===== config.mk =====
export PLATFORM = sky130hd
export DESIGN_NAME = pdm_monitor
export DESIGN_NICKNAME = d
export VERILOG_FILES = /design/src/pdm_pkg.sv /design/src/pdm_sat_counter.sv /design/src/pdm_latency_tracker.sv /design/src/pdm_monitor.sv
export SDC_FILE = /design/constraint.sdc
export NUM_CORES = 1
export LEC_CHECK = 0
export ABC_AREA = 1
export BUFFER_PORTS_ARGS = -buffer_cell sky130_fd_sc_hd__buf_2
export CORE_UTILIZATION = 35
export CTS_BUF_LIST = sky130_fd_sc_hd__clkbuf_8
export CTS_CLUSTER_SIZE = 28
export DETAILED_ROUTE_END_ITERATION = 8
export PLACE_DENSITY = 0.59
export SLEW_MARGIN = 20
export SYNTH_ARGS = -nofsm -noshare
export SYNTH_HDL_FRONTEND = slang
export SYNTH_SLANG_ARGS = --single-unit

===== constraint.sdc =====
create_clock -name i_mclk -period 3.8 [get_ports i_mclk]
set_input_delay 0.76 -clock i_mclk [delete_from_list [all_inputs] [get_ports i_mclk]]
set_output_delay 0.76 -clock i_mclk [all_outputs]
set_load 0.01 [all_outputs]

===== src/pdm_pkg.sv =====
`default_nettype none
package pdm_pkg;
   // ---------------------------------------------------------------
   // Register map (byte addresses)
   // ---------------------------------------------------------------
   localparam logic [11:0] ADDR_CH1_READ_WAIT_CYCLES = 12'h820;
   localparam logic [11:0] ADDR_CH1_READ_MAX_LATENCY = 12'h824;
   localparam logic [11:0] ADDR_CH1_WRITE_DATA_CYCLES = 12'h828;
   localparam logic [11:0] ADDR_CH1_WRITE_STALL_CYCLES = 12'h82c;
   localparam logic [11:0] ADDR_CH1_WRITE_MAX_LATENCY = 12'h830;
   localparam logic [11:0] ADDR_MODULE_IDENTIFICATION = 12'h834;
   localparam logic [11:0] ADDR_MONITOR_CONTROL = 12'h808;
   localparam logic [11:0] ADDR_SOURCE_SELECT_BASE = 12'h900;
   // ---------------------------------------------------------------
   // Fields and values
   // ---------------------------------------------------------------
   localparam int MONITOR1_CLEAR_BIT = 1;
   localparam int VERSION_LSB = 0;
   localparam int VARIANT_LSB = 16;
   localparam logic [11:0] VERSION_VALUE = 12'h5a5; // Arbitrary value
   localparam logic [3:0] VARIANT_VALUE = 4'h0; // Arbitrary value
   localparam int NUM_CHANNELS = 12;
   localparam int NUM_MONITORS = 1;
   localparam int PERIPH_ID_W = 5;
   localparam logic [4:0] PERIPH_ID_FIRST_TX = 5'h0c;
   localparam logic [4:0] PERIPH_ID_LAST = 5'h16;
   localparam logic [31:0] RESET_VALUE = 32'h0;
   // ---------------------------------------------------------------
   // Monitor event bundle
   // ---------------------------------------------------------------
   typedef struct packed {
      logic start;
      logic beat;
      logic wait_st;
   } pdm_evt_t;
endpackage
`default_nettype wire


===== src/pdm_sat_counter.sv =====
`timescale 1ns/10ps
`default_nettype none
module pdm_sat_counter #(
   parameter int WIDTH = 16
) (
   input wire logic i_mclk,
   input wire logic i_nrst,
   input wire logic i_clear,
   input wire logic i_evt,
   output logic [WIDTH-1:0] o_count
);
   initial begin
      if (WIDTH < 1 || WIDTH > 32) begin
         $error("pdm_sat_counter width out of range");
      end
   end
   // Saturate instead of wrapping, clear has priority
   always_ff @(posedge i_mclk) begin
      if (!i_nrst || i_clear) begin
         o_count <= '0;
      end else if (i_evt && o_count != {WIDTH{1'b1}}) begin
         o_count <= o_count + 1'b1;
      end
   end
endmodule
`default_nettype wire


===== src/pdm_latency_tracker.sv =====
`timescale 1ns/10ps
`default_nettype none
module pdm_latency_tracker #(
   parameter int WIDTH = 16
) (
   input wire logic i_mclk,
   input wire logic i_nrst,
   input wire logic i_clear,
   input wire pdm_pkg::pdm_evt_t i_evt,
   output logic [WIDTH-1:0] o_max
);
   logic [WIDTH-1:0] run;
   logic busy;
   logic [WIDTH-1:0] next_run;
   initial begin
      if (WIDTH < 1 || WIDTH > 32) begin
         $error("pdm_latency_tracker width out of range");
      end
   end
   // Running latency from request to first beat, saturating
   always_comb begin
      next_run = run;
      if (run != {WIDTH{1'b1}}) begin
         next_run = run + 1'b1;
      end
   end
   always_ff @(posedge i_mclk) begin
      if (!i_nrst || i_clear) begin
         busy <= 1'b0;
         run <= '0;
      end else if (i_evt.beat) begin
         busy <= 1'b0;
         run <= '0;
      end else if (i_evt.start || busy) begin
         busy <= 1'b1;
         run <= next_run;
      end
   end
   // Maximum held until cleared
   always_ff @(posedge i_mclk) begin
      if (!i_nrst || i_clear) begin
         o_max <= '0;
      end else if (i_evt.beat && (busy || i_evt.start) && run > o_max) begin
         o_max <= run;
      end
   end
endmodule
`default_nettype wire


===== src/pdm_monitor.sv =====
// Operation
// - Channel 1 keeps 16-bit read and write maximum initiation latencies, upper bits reading zero.
// - All monitor counts advance on the high-speed bus clock.
// - Latency maxima saturate at all ones instead of wrapping.
// - Channel 1 values clear only when software writes one to the monitor-1 clear bit.
// - A read-only 32-bit write data-cycle count accumulates from the last clear and resets to zero.
// - Read-only 32-bit read and write stall counts accumulate from the last clear.
// - The identification register shows a 12-bit version in bits 11 to 0.
// - A 4-bit variant field sits in bits 19 to 16 with no function.
// - The controller has 12 channels and one performance monitor.
// - Monitor counters and registers both run on the single bus clock, with no register bus clock.
// - Each peripheral identifier has its own request and acknowledge handshake pair.
// - Each channel source select holds a peripheral identifier and resets to its channel number.
// - Identifiers 0 to 11 are receive, 12 to 22 are transmit.
`timescale 1ns/10ps
`default_nettype none
module pdm_monitor #(
   parameter int NUM_CH = pdm_pkg::NUM_CHANNELS,
   parameter int LATENCY_W = 16,
   parameter int NUM_PERIPH_ID = 23
) (
   input wire logic i_mclk,
   input wire logic i_nrst,
   input wire logic [11:0] i_addr,
   input wire logic [31:0] i_wdata,
   input wire logic i_wr,
   input wire logic i_rd,
   output logic [31:0] o_rdata,
   input wire pdm_pkg::pdm_evt_t i_rd_evt,
   input wire pdm_pkg::pdm_evt_t i_wr_evt,
   input wire logic [NUM_PERIPH_ID-1:0] i_periph_req,
   output logic [NUM_PERIPH_ID-1:0] o_periph_ack,
   output logic [NUM_CH-1:0] o_ch_is_tx,
   output logic [NUM_CH-1:0] o_ch_req
);
   // ---------------------------------------------------------------
   // Elaboration checks
   // ---------------------------------------------------------------
   initial begin
      if (NUM_CH != pdm_pkg::NUM_CHANNELS || pdm_pkg::NUM_MONITORS != 1) begin
         $error("pdm_monitor channel configuration unsupported");
      end
      if (LATENCY_W != 16 || NUM_PERIPH_ID > 32 || NUM_PERIPH_ID < 1) begin
         $error("pdm_monitor width unsupported");
      end
      // Receive identifiers are one per channel, transmit ones follow
      if (int'(pdm_pkg::PERIPH_ID_FIRST_TX) != NUM_CH) begin
         $error("pdm_monitor receive range does not match channels");
      end
      if (int'(pdm_pkg::PERIPH_ID_LAST) + 1 != NUM_PERIPH_ID) begin
         $error("pdm_monitor identifier count does not match");
      end
      // Reset identifier of every channel must fit the select field
      if (NUM_CH > (1 << pdm_pkg::PERIPH_ID_W)) begin
         $error("pdm_monitor select field too narrow");
      end
      if (NUM_PERIPH_ID > (1 << pdm_pkg::PERIPH_ID_W)) begin
         $error("pdm_monitor identifier field too narrow");
      end
   end

   // ---------------------------------------------------------------
   // Storage
   // ---------------------------------------------------------------
   logic [31:0] write_data_cycles;
   logic [31:0] write_stall_cycles;
   logic [31:0] read_wait_cycles;
   logic [LATENCY_W-1:0] read_max;
   logic [LATENCY_W-1:0] write_max;
   logic [pdm_pkg::PERIPH_ID_W-1:0] src_sel [NUM_CH];
   logic [NUM_CH-1:0] sel_addr;
   logic [31:0] next_rdata;
   logic rd_wait;
   logic wr_wait;

   // ---------------------------------------------------------------
   // Register decode
   // ---------------------------------------------------------------
   logic hit_control;
   logic hit_read_wait;
   logic hit_read_max;
   logic hit_write_data;
   logic hit_write_stall;
   logic hit_write_max;
   logic hit_ident;
   logic clear1;
   // Full compare, so no register shows up at a second address
   always_comb begin
      hit_control = i_addr == pdm_pkg::ADDR_MONITOR_CONTROL;
      hit_read_wait = i_addr == pdm_pkg::ADDR_CH1_READ_WAIT_CYCLES;
      hit_read_max = i_addr == pdm_pkg::ADDR_CH1_READ_MAX_LATENCY;
      hit_write_data = i_addr == pdm_pkg::ADDR_CH1_WRITE_DATA_CYCLES;
      hit_write_stall = i_addr == pdm_pkg::ADDR_CH1_WRITE_STALL_CYCLES;
      hit_write_max = i_addr == pdm_pkg::ADDR_CH1_WRITE_MAX_LATENCY;
      hit_ident = i_addr == pdm_pkg::ADDR_MODULE_IDENTIFICATION;
   end

   // Only the clear bit of the control word has an effect
   // Writes to count and latency words are dropped, so nothing else clears them
   assign clear1 = i_wr && hit_control && i_wdata[pdm_pkg::MONITOR1_CLEAR_BIT];

   // ---------------------------------------------------------------
   // Monitor counters, all on the bus clock
   // ---------------------------------------------------------------
   // Stall means a transfer is open and no beat landed this cycle
   assign rd_wait = i_rd_evt.wait_st && !i_rd_evt.beat;
   assign wr_wait = i_wr_evt.wait_st && !i_wr_evt.beat;

   pdm_sat_counter #(.WIDTH(32)) u_wdata (
      .i_mclk(i_mclk),
      .i_nrst(i_nrst),
      .i_clear(clear1),
      .i_evt(i_wr_evt.beat),
      .o_count(write_data_cycles)
   );
   pdm_sat_counter #(.WIDTH(32)) u_wstall (
      .i_mclk(i_mclk),
      .i_nrst(i_nrst),
      .i_clear(clear1),
      .i_evt(wr_wait),
      .o_count(write_stall_cycles)
   );
   pdm_sat_counter #(.WIDTH(32)) u_rstall (
      .i_mclk(i_mclk),
      .i_nrst(i_nrst),
      .i_clear(clear1),
      .i_evt(rd_wait),
      .o_count(read_wait_cycles)
   );
   pdm_latency_tracker #(.WIDTH(LATENCY_W)) u_rlat (
      .i_mclk(i_mclk),
      .i_nrst(i_nrst),
      .i_clear(clear1),
      .i_evt(i_rd_evt),
      .o_max(read_max)
   );
   pdm_latency_tracker #(.WIDTH(LATENCY_W)) u_wlat (
      .i_mclk(i_mclk),
      .i_nrst(i_nrst),
      .i_clear(clear1),
      .i_evt(i_wr_evt),
      .o_max(write_max)
   );

   // ---------------------------------------------------------------
   // Source select per channel
   // ---------------------------------------------------------------
   // Single clock: the register side shares the bus clock, so no crossing is needed
   genvar g;
   generate
      for (g = 0; g < NUM_CH; g++) begin : gen_ch
         logic hit;
         assign sel_addr[g] = i_addr == pdm_pkg::ADDR_SOURCE_SELECT_BASE + 12'(4 * g);
         assign hit = i_wr && sel_addr[g];
         // Out-of-range identifiers are dropped so a channel never selects nothing
         always_ff @(posedge i_mclk) begin
            if (!i_nrst) begin
               src_sel[g] <= pdm_pkg::PERIPH_ID_W'(g);
            end else if (hit && i_wdata[pdm_pkg::PERIPH_ID_W-1:0] <= pdm_pkg::PERIPH_ID_LAST) begin
               src_sel[g] <= i_wdata[pdm_pkg::PERIPH_ID_W-1:0];
            end
         end
         // Direction follows the identifier range
         always_ff @(posedge i_mclk) begin
            if (!i_nrst) begin
               o_ch_is_tx[g] <= 1'b0;
            end else begin
               o_ch_is_tx[g] <= src_sel[g] >= pdm_pkg::PERIPH_ID_FIRST_TX;
            end
         end
         // Request of the selected identifier, seen one cycle late
         always_ff @(posedge i_mclk) begin
            if (!i_nrst) begin
               o_ch_req[g] <= 1'b0;
            end else begin
               o_ch_req[g] <= i_periph_req[src_sel[g]];
            end
         end
      end
   endgenerate

   // ---------------------------------------------------------------
   // Handshake acknowledge back to each identifier
   // ---------------------------------------------------------------
   logic [NUM_PERIPH_ID-1:0] owned;
   logic [NUM_PERIPH_ID-1:0] next_ack;
   // An identifier is owned when a channel selects it and saw its request
   always_comb begin
      owned = '0;
      for (int c = 0; c < NUM_CH; c++) begin
         if (o_ch_req[c] && int'(src_sel[c]) < NUM_PERIPH_ID) begin
            owned[src_sel[c]] = 1'b1;
         end
      end
   end
   // Channel view lags the pin, so the request must still stand at the pin
   // Alternate cycles give the partner time to drop a served request
   assign next_ack = owned & i_periph_req & ~o_periph_ack;
   always_ff @(posedge i_mclk) begin
      if (!i_nrst) begin
         o_periph_ack <= '0;
      end else begin
         o_periph_ack <= next_ack;
      end
   end

   // ---------------------------------------------------------------
   // Read mux, data in the cycle after the strobe
   // ---------------------------------------------------------------
   // Unmapped and write-only words read as zero
   always_comb begin
      next_rdata = pdm_pkg::RESET_VALUE;
      if (hit_read_wait) begin
         next_rdata = read_wait_cycles;
      end else if (hit_read_max) begin
         next_rdata[LATENCY_W-1:0] = read_max;
      end else if (hit_write_data) begin
         next_rdata = write_data_cycles;
      end else if (hit_write_stall) begin
         next_rdata = write_stall_cycles;
      end else if (hit_write_max) begin
         next_rdata[LATENCY_W-1:0] = write_max;
      end else if (hit_ident) begin
         next_rdata[pdm_pkg::VERSION_LSB +: 12] = pdm_pkg::VERSION_VALUE;
         next_rdata[pdm_pkg::VARIANT_LSB +: 4] = pdm_pkg::VARIANT_VALUE;
      end else begin
         for (int c = 0; c < NUM_CH; c++) begin
            if (sel_addr[c]) begin
               next_rdata[pdm_pkg::PERIPH_ID_W-1:0] = src_sel[c];
            end
         end
      end
   end
   always_ff @(posedge i_mclk) begin
      if (!i_nrst) begin
         o_rdata <= '0;
      end else if (i_rd) begin
         o_rdata <= next_rdata;
      end else begin
         o_rdata <= '0;
      end
   end
endmodule
`default_nettype wire


==> summary.md <==
| Metric | Value |
|---|---|
| Unrepaired setup endpoints after global routing | no |
| Worst-case hold slack | 0.330 ns |
| Number of gates resized after cts | 0 |
| FF/Latch Area | roughly 0.0066 mm² |
| Cell at the root of the clock tree | sky130_fd_sc_hd__clkbuf_8 |
| Fill cell instance count of the final layout | around 5700 |
| HPWL after DPL | about 80 mm |
| Peak supply drop | 405 µV |
| Post-DRT Antenna Nets | 0 |
| Hold endpoint | o_periph_ack[11]$_SDFF_PN0_ |
| Diode count | 0 |
| DIE WIDTH | 234 µm |
| Leak pwr | 8.60 nW |
| Final Critical Period | between 3 and 4 ns |
| Slew @ Worst Pin | between 1 and 1.5 ns |
| Synthesis warning total | 0 |
| Number of nets in the finished design | a little over 3000 |
| Fmax | 290 MHz |
| Multi-input combinational cell area | between 0.01 and 0.015 mm² |
| Number of global-route vias before repair | ~20000 |
| Period utilisation layout | 90.8% |
| Inst Count DP | between 3000 and 4000 |
| Number of buffer cells added on primary ports | 128 |
| Pwr/cell area | approximately 410 mW/mm² |
| Height of the die | approximately 230 µm |
| Clock Skews | roughly 0.039 ns |
| Wire length per cell after detailed routing | approximately 27 µm |
| Total setup violations reported at the end of the flow | 0 |
| DRT Wirelength | between 90 and 100 mm |
| CP endpoint kind | flip-flop |
| Clock insertion delay at the later pin of the skew report | around 0.69 ns |
| Final Wtd Congestion | about 1.1 |
| Overall fraction of global-route tracks in use | a little over a third |
| Area growth from synthesis to layout | 15.9% |
| Max-capacitance violation count | 0 |
| Clock transition at path regs | 0.06 ns |
| Post-route design area | 0.0219 mm² |
| Launch point of the worst hold path | i_periph_req[11] |
| Overflow left after global routing | 0 |
| Effective utilization at floorplan | a little over a third |
| Top cells by area, synth | sky130_fd_sc_hd__dfxtp_1 26%, sky130_fd_sc_hd__edfxtp_1 9.5%, sky130_fd_sc_hd__inv_1 8.6%, sky130_fd_sc_hd__nand2_1 8.3%, sky130_fd_sc_hd__o21ai_0 5.7% |
| Max_slew headroom | 18.3% |
| Path category of the worst min-delay check | input pin to flip-flop |
| Final cell count without fillers | around 3700 |
| Standard-cell row count | 84 |
| Ranking of synthesized cells by instance count | 431 x sky130_fd_sc_hd__inv_1, 419 x sky130_fd_sc_hd__nand2_1, 253 x sky130_fd_sc_hd__nor2_1, 241 x sky130_fd_sc_hd__dfxtp_1, 215 x sky130_fd_sc_hd__o21ai_0 |
| Clock buffers created by TritonCTS | 57 |
| Primary FF master, synth | sky130_fd_sc_hd__dfxtp_1 |
| Data required time at the worst endpoint | ~4.4 ns |
| Detailed Routing Iterations Pass 1 | 6 |
| Buffers inserted by post-CTS timing repair | 0 |
| Wire length of the first global-routing pass | about 140 mm |
| Most common cell in the synthesized netlist | sky130_fd_sc_hd__inv_1 |
| Mean number of vias per cell | a little under 6 |
| Maximum buffer depth of the clock tree | 3 |
| Clock tree from TritonCTS | done |
| Average cell area after synthesis | approximately 6.9 µm² |
| Max FO, Critical Path | 6 |
| Fraction of registers with async set or reset after synthesis | 0% |
| Cell type contributing the most total cell area after synthesis | sky130_fd_sc_hd__dfxtp_1 |
| Crit Path Category | flip-flop to flip-flop |
| Number of enable flip-flop cells after synthesis | 60 |
| Seq cells post-synth | 301 |
| Number of cells on the worst hold path | 3 |
| CTS sink cnt | about 300 |
| Total Negative Setup Slacks | 0 ns |
| Total nets after synthesis | 2858 |
| Number of buffers added to fix hold violations after cts | 0 |
| Number of max-slew violations in the final report | 0 |
| Number of antenna violations at the first check in global routing | 2 |
| Routed via count | 21700 |
| Worst R2R Setup Slack | 0.35 ns |
| Cell Area, Placed | between 0.02 and 0.025 mm² |
| CTS H-tree depth | 2 |
| Synthesized cell area | 0.0189 mm² |
| Ports | 156 |
| Cells on worst reg2reg path | 12 |
| Core area | around 0.053 mm² |
| Sequential element share of the synthesized area | 35.1% |
| Distinct cell type count of the synthesized netlist | between 60 and 70 |
| Critical register-to-register path endpoint | u_rstall.o_count[31]$_SDFFE_PP0P_ |
| Final hold viol count | 0 |
| Data arrival at the endpoint of the critical path | approximately 4 ns |
| Fraction of layout cells with a size suffix above 1 | 13.5% |
| Total power after layout | roughly 9 mW |
| Launching point of the worst reg2reg path | u_rstall.o_count[18]$_SDFFE_PP0P_ |
| Maximum number of pins on one net before global-route repair | a little over 90 |
| Residual DRC | 0 |
| Category of the worst setup path launch point | flip-flop |
| Mapped Cells | 2744 |
| Area share of the leading cell type in the synthesized netlist | around a quarter |
| Floorplan die area | around 0.055 mm² |
| Number of DRC markers after the initial detailed-route iteration | about 2800 |
| Run status | complete, no violations |
-- registers in the layout (all words and copies together) (netlist names) --
register and flops:
o_ch_is_tx 12, o_ch_req 12, o_periph_ack 23, o_rdata 32, src_sel 60, u_rlat.busy 1, u_rlat.o_max 16, u_rlat.run 16
u_rstall.o_count 32, u_wdata.o_count 32, u_wlat.busy 1, u_wlat.o_max 16, u_wlat.run 16, u_wstall.o_count 32
-- layer usage --
| layer | track usage, % | up-vias | routed length, µm | share of wire (%) |
|---|---|---|---|---|
| met5 | 0 | - | 0 | 0 |
| met4 | 15.9 | 0 | 4520 | 4.5 |
| met3 | 10.4 | 225 | 10800 | 11 |
| met2 | 50.9 | 1227 | 40900 | 41 |
| met1 | 49.6 | 10400 | 43600 | 44 |
| li1 | - | 9896 | - | - |
-- report_power, final --
part	switching (mW)	internal [mW]	leakage [nW]	total [mW]
sequential	0.171	3.48	2.53	3.65
clock	1.56	1.97	0.701	3.53
combinational	1.31	0.539	5.36	1.85
total	3.04	5.99	8.60	9.03
-- stage by stage --
step | setup WS [ns] | utilization, %
3_3_place_gp | 0.693 | 38.9
4_1_cts | 0.818 | 41.3
2_1_floorplan | 1.35 | -
3_5_place_dp | 0.670 | 39.0
5_1_grt | 0.426 | 41.3
6_report | 0.349 | 41.3
-- worst max-delay path: stages, from the launching register on --
cell and delay, ns:
sky130_fd_sc_hd__dfxtp_1 0.46, sky130_fd_sc_hd__nand2_1 0.31, sky130_fd_sc_hd__nor3_1 0.61, sky130_fd_sc_hd__nand2_1 0.12, sky130_fd_sc_hd__nor2_1 0.65, sky130_fd_sc_hd__a21boi_4 0.26, sky130_fd_sc_hd__nand3_1 0.28, sky130_fd_sc_hd__nor4_2 0.06
sky130_fd_sc_hd__buf_4 0.19, sky130_fd_sc_hd__nand2_1 0.11, sky130_fd_sc_hd__nor2_1 0.07, sky130_fd_sc_hd__a21oi_1 0.12, sky130_fd_sc_hd__o21a_1 0.13
-- final cells by class --
class | instances | share of cell area, %
inverters | 470 | 8.06
flip-flops and latches | 301 | 30.3
multi-input cells | 1898 | 46.7
well taps | 688 | 3.93
clock buffers | 71 | 4.46
repair buffers | 196 | 5.32
clock inverters | 32 | 1.27
-- layout by cell type, fill, tap and decap left out, types with 5 or more instances in the layout --
cell type and instances:
sky130_fd_sc_hd__a211oi_1 9, sky130_fd_sc_hd__a21oi_1 197, sky130_fd_sc_hd__a221oi_1 36, sky130_fd_sc_hd__a22oi_1 26, sky130_fd_sc_hd__a31oi_1 21, sky130_fd_sc_hd__buf_2 128
sky130_fd_sc_hd__buf_4 67, sky130_fd_sc_hd__clkbuf_8 71, sky130_fd_sc_hd__clkinv_1 9, sky130_fd_sc_hd__clkinv_2 10, sky130_fd_sc_hd__dfxtp_1 241, sky130_fd_sc_hd__edfxtp_1 60
sky130_fd_sc_hd__ha_1 37, sky130_fd_sc_hd__inv_1 443, sky130_fd_sc_hd__inv_2 31, sky130_fd_sc_hd__nand2_1 419, sky130_fd_sc_hd__nand2_2 13, sky130_fd_sc_hd__nand3_1 96
sky130_fd_sc_hd__nand4_1 46, sky130_fd_sc_hd__nor2_1 253, sky130_fd_sc_hd__nor2_2 25, sky130_fd_sc_hd__nor2_4 10, sky130_fd_sc_hd__nor3_1 150, sky130_fd_sc_hd__nor3_2 10
sky130_fd_sc_hd__nor4_1 43, sky130_fd_sc_hd__o2111a_1 5, sky130_fd_sc_hd__o2111ai_1 15, sky130_fd_sc_hd__o211ai_1 10, sky130_fd_sc_hd__o21a_1 11, sky130_fd_sc_hd__o21ai_0 215
sky130_fd_sc_hd__o21ai_1 18, sky130_fd_sc_hd__o221ai_1 30, sky130_fd_sc_hd__o22ai_1 123, sky130_fd_sc_hd__o32ai_1 5, sky130_fd_sc_hd__xor2_1 20
-- cells by family (layout without fill, tap and decap cells) --
| family | after synthesis | in the layout | synth area share (%) |
|---|---|---|---|
| AND/OR/NAND/NOR | 1091 | 1091 | 26.6 |
| buffers and inverters | 545 | 769 | 10.9 |
| AO/OA/AOI/OAI | 749 | 749 | 24.0 |
| XOR/XNOR | 21 | 21 | 0.974 |
| flip-flops | 301 | 301 | 35.1 |
| adder cells (fa/ha/maj) | 37 | 37 | 2.45 |
-- worst max path at each step --
| stage | from | endpoint | slack, ns | depth (start not counted) |
|---|---|---|---|---|
| floorplan | i_addr[1] | src_sel[2][5]$_SDFFCE_PN1P_ | 1.35 | 7 |
| global placement | src_sel[1][18]$_SDFFCE_PN0P_ | o_periph_ack[1]$_SDFF_PN0_ | 0.69 | 11 |
| detailed placement | i_addr[7] | o_rdata[11]$_SDFF_PN0_ | 0.67 | 11 |
| CTS | u_rstall.o_count[18]$_SDFFE_PP0P_ | u_rstall.o_count[31]$_SDFFE_PP0P_ | 0.82 | 12 |
| global route | u_rstall.o_count[18]$_SDFFE_PP0P_ | u_rstall.o_count[29]$_SDFFE_PP0P_ | 0.43 | 15 |
| finish | u_rstall.o_count[18]$_SDFFE_PP0P_ | u_rstall.o_count[31]$_SDFFE_PP0P_ | 0.35 | 12 |
(Power assumes the default switching activity.)
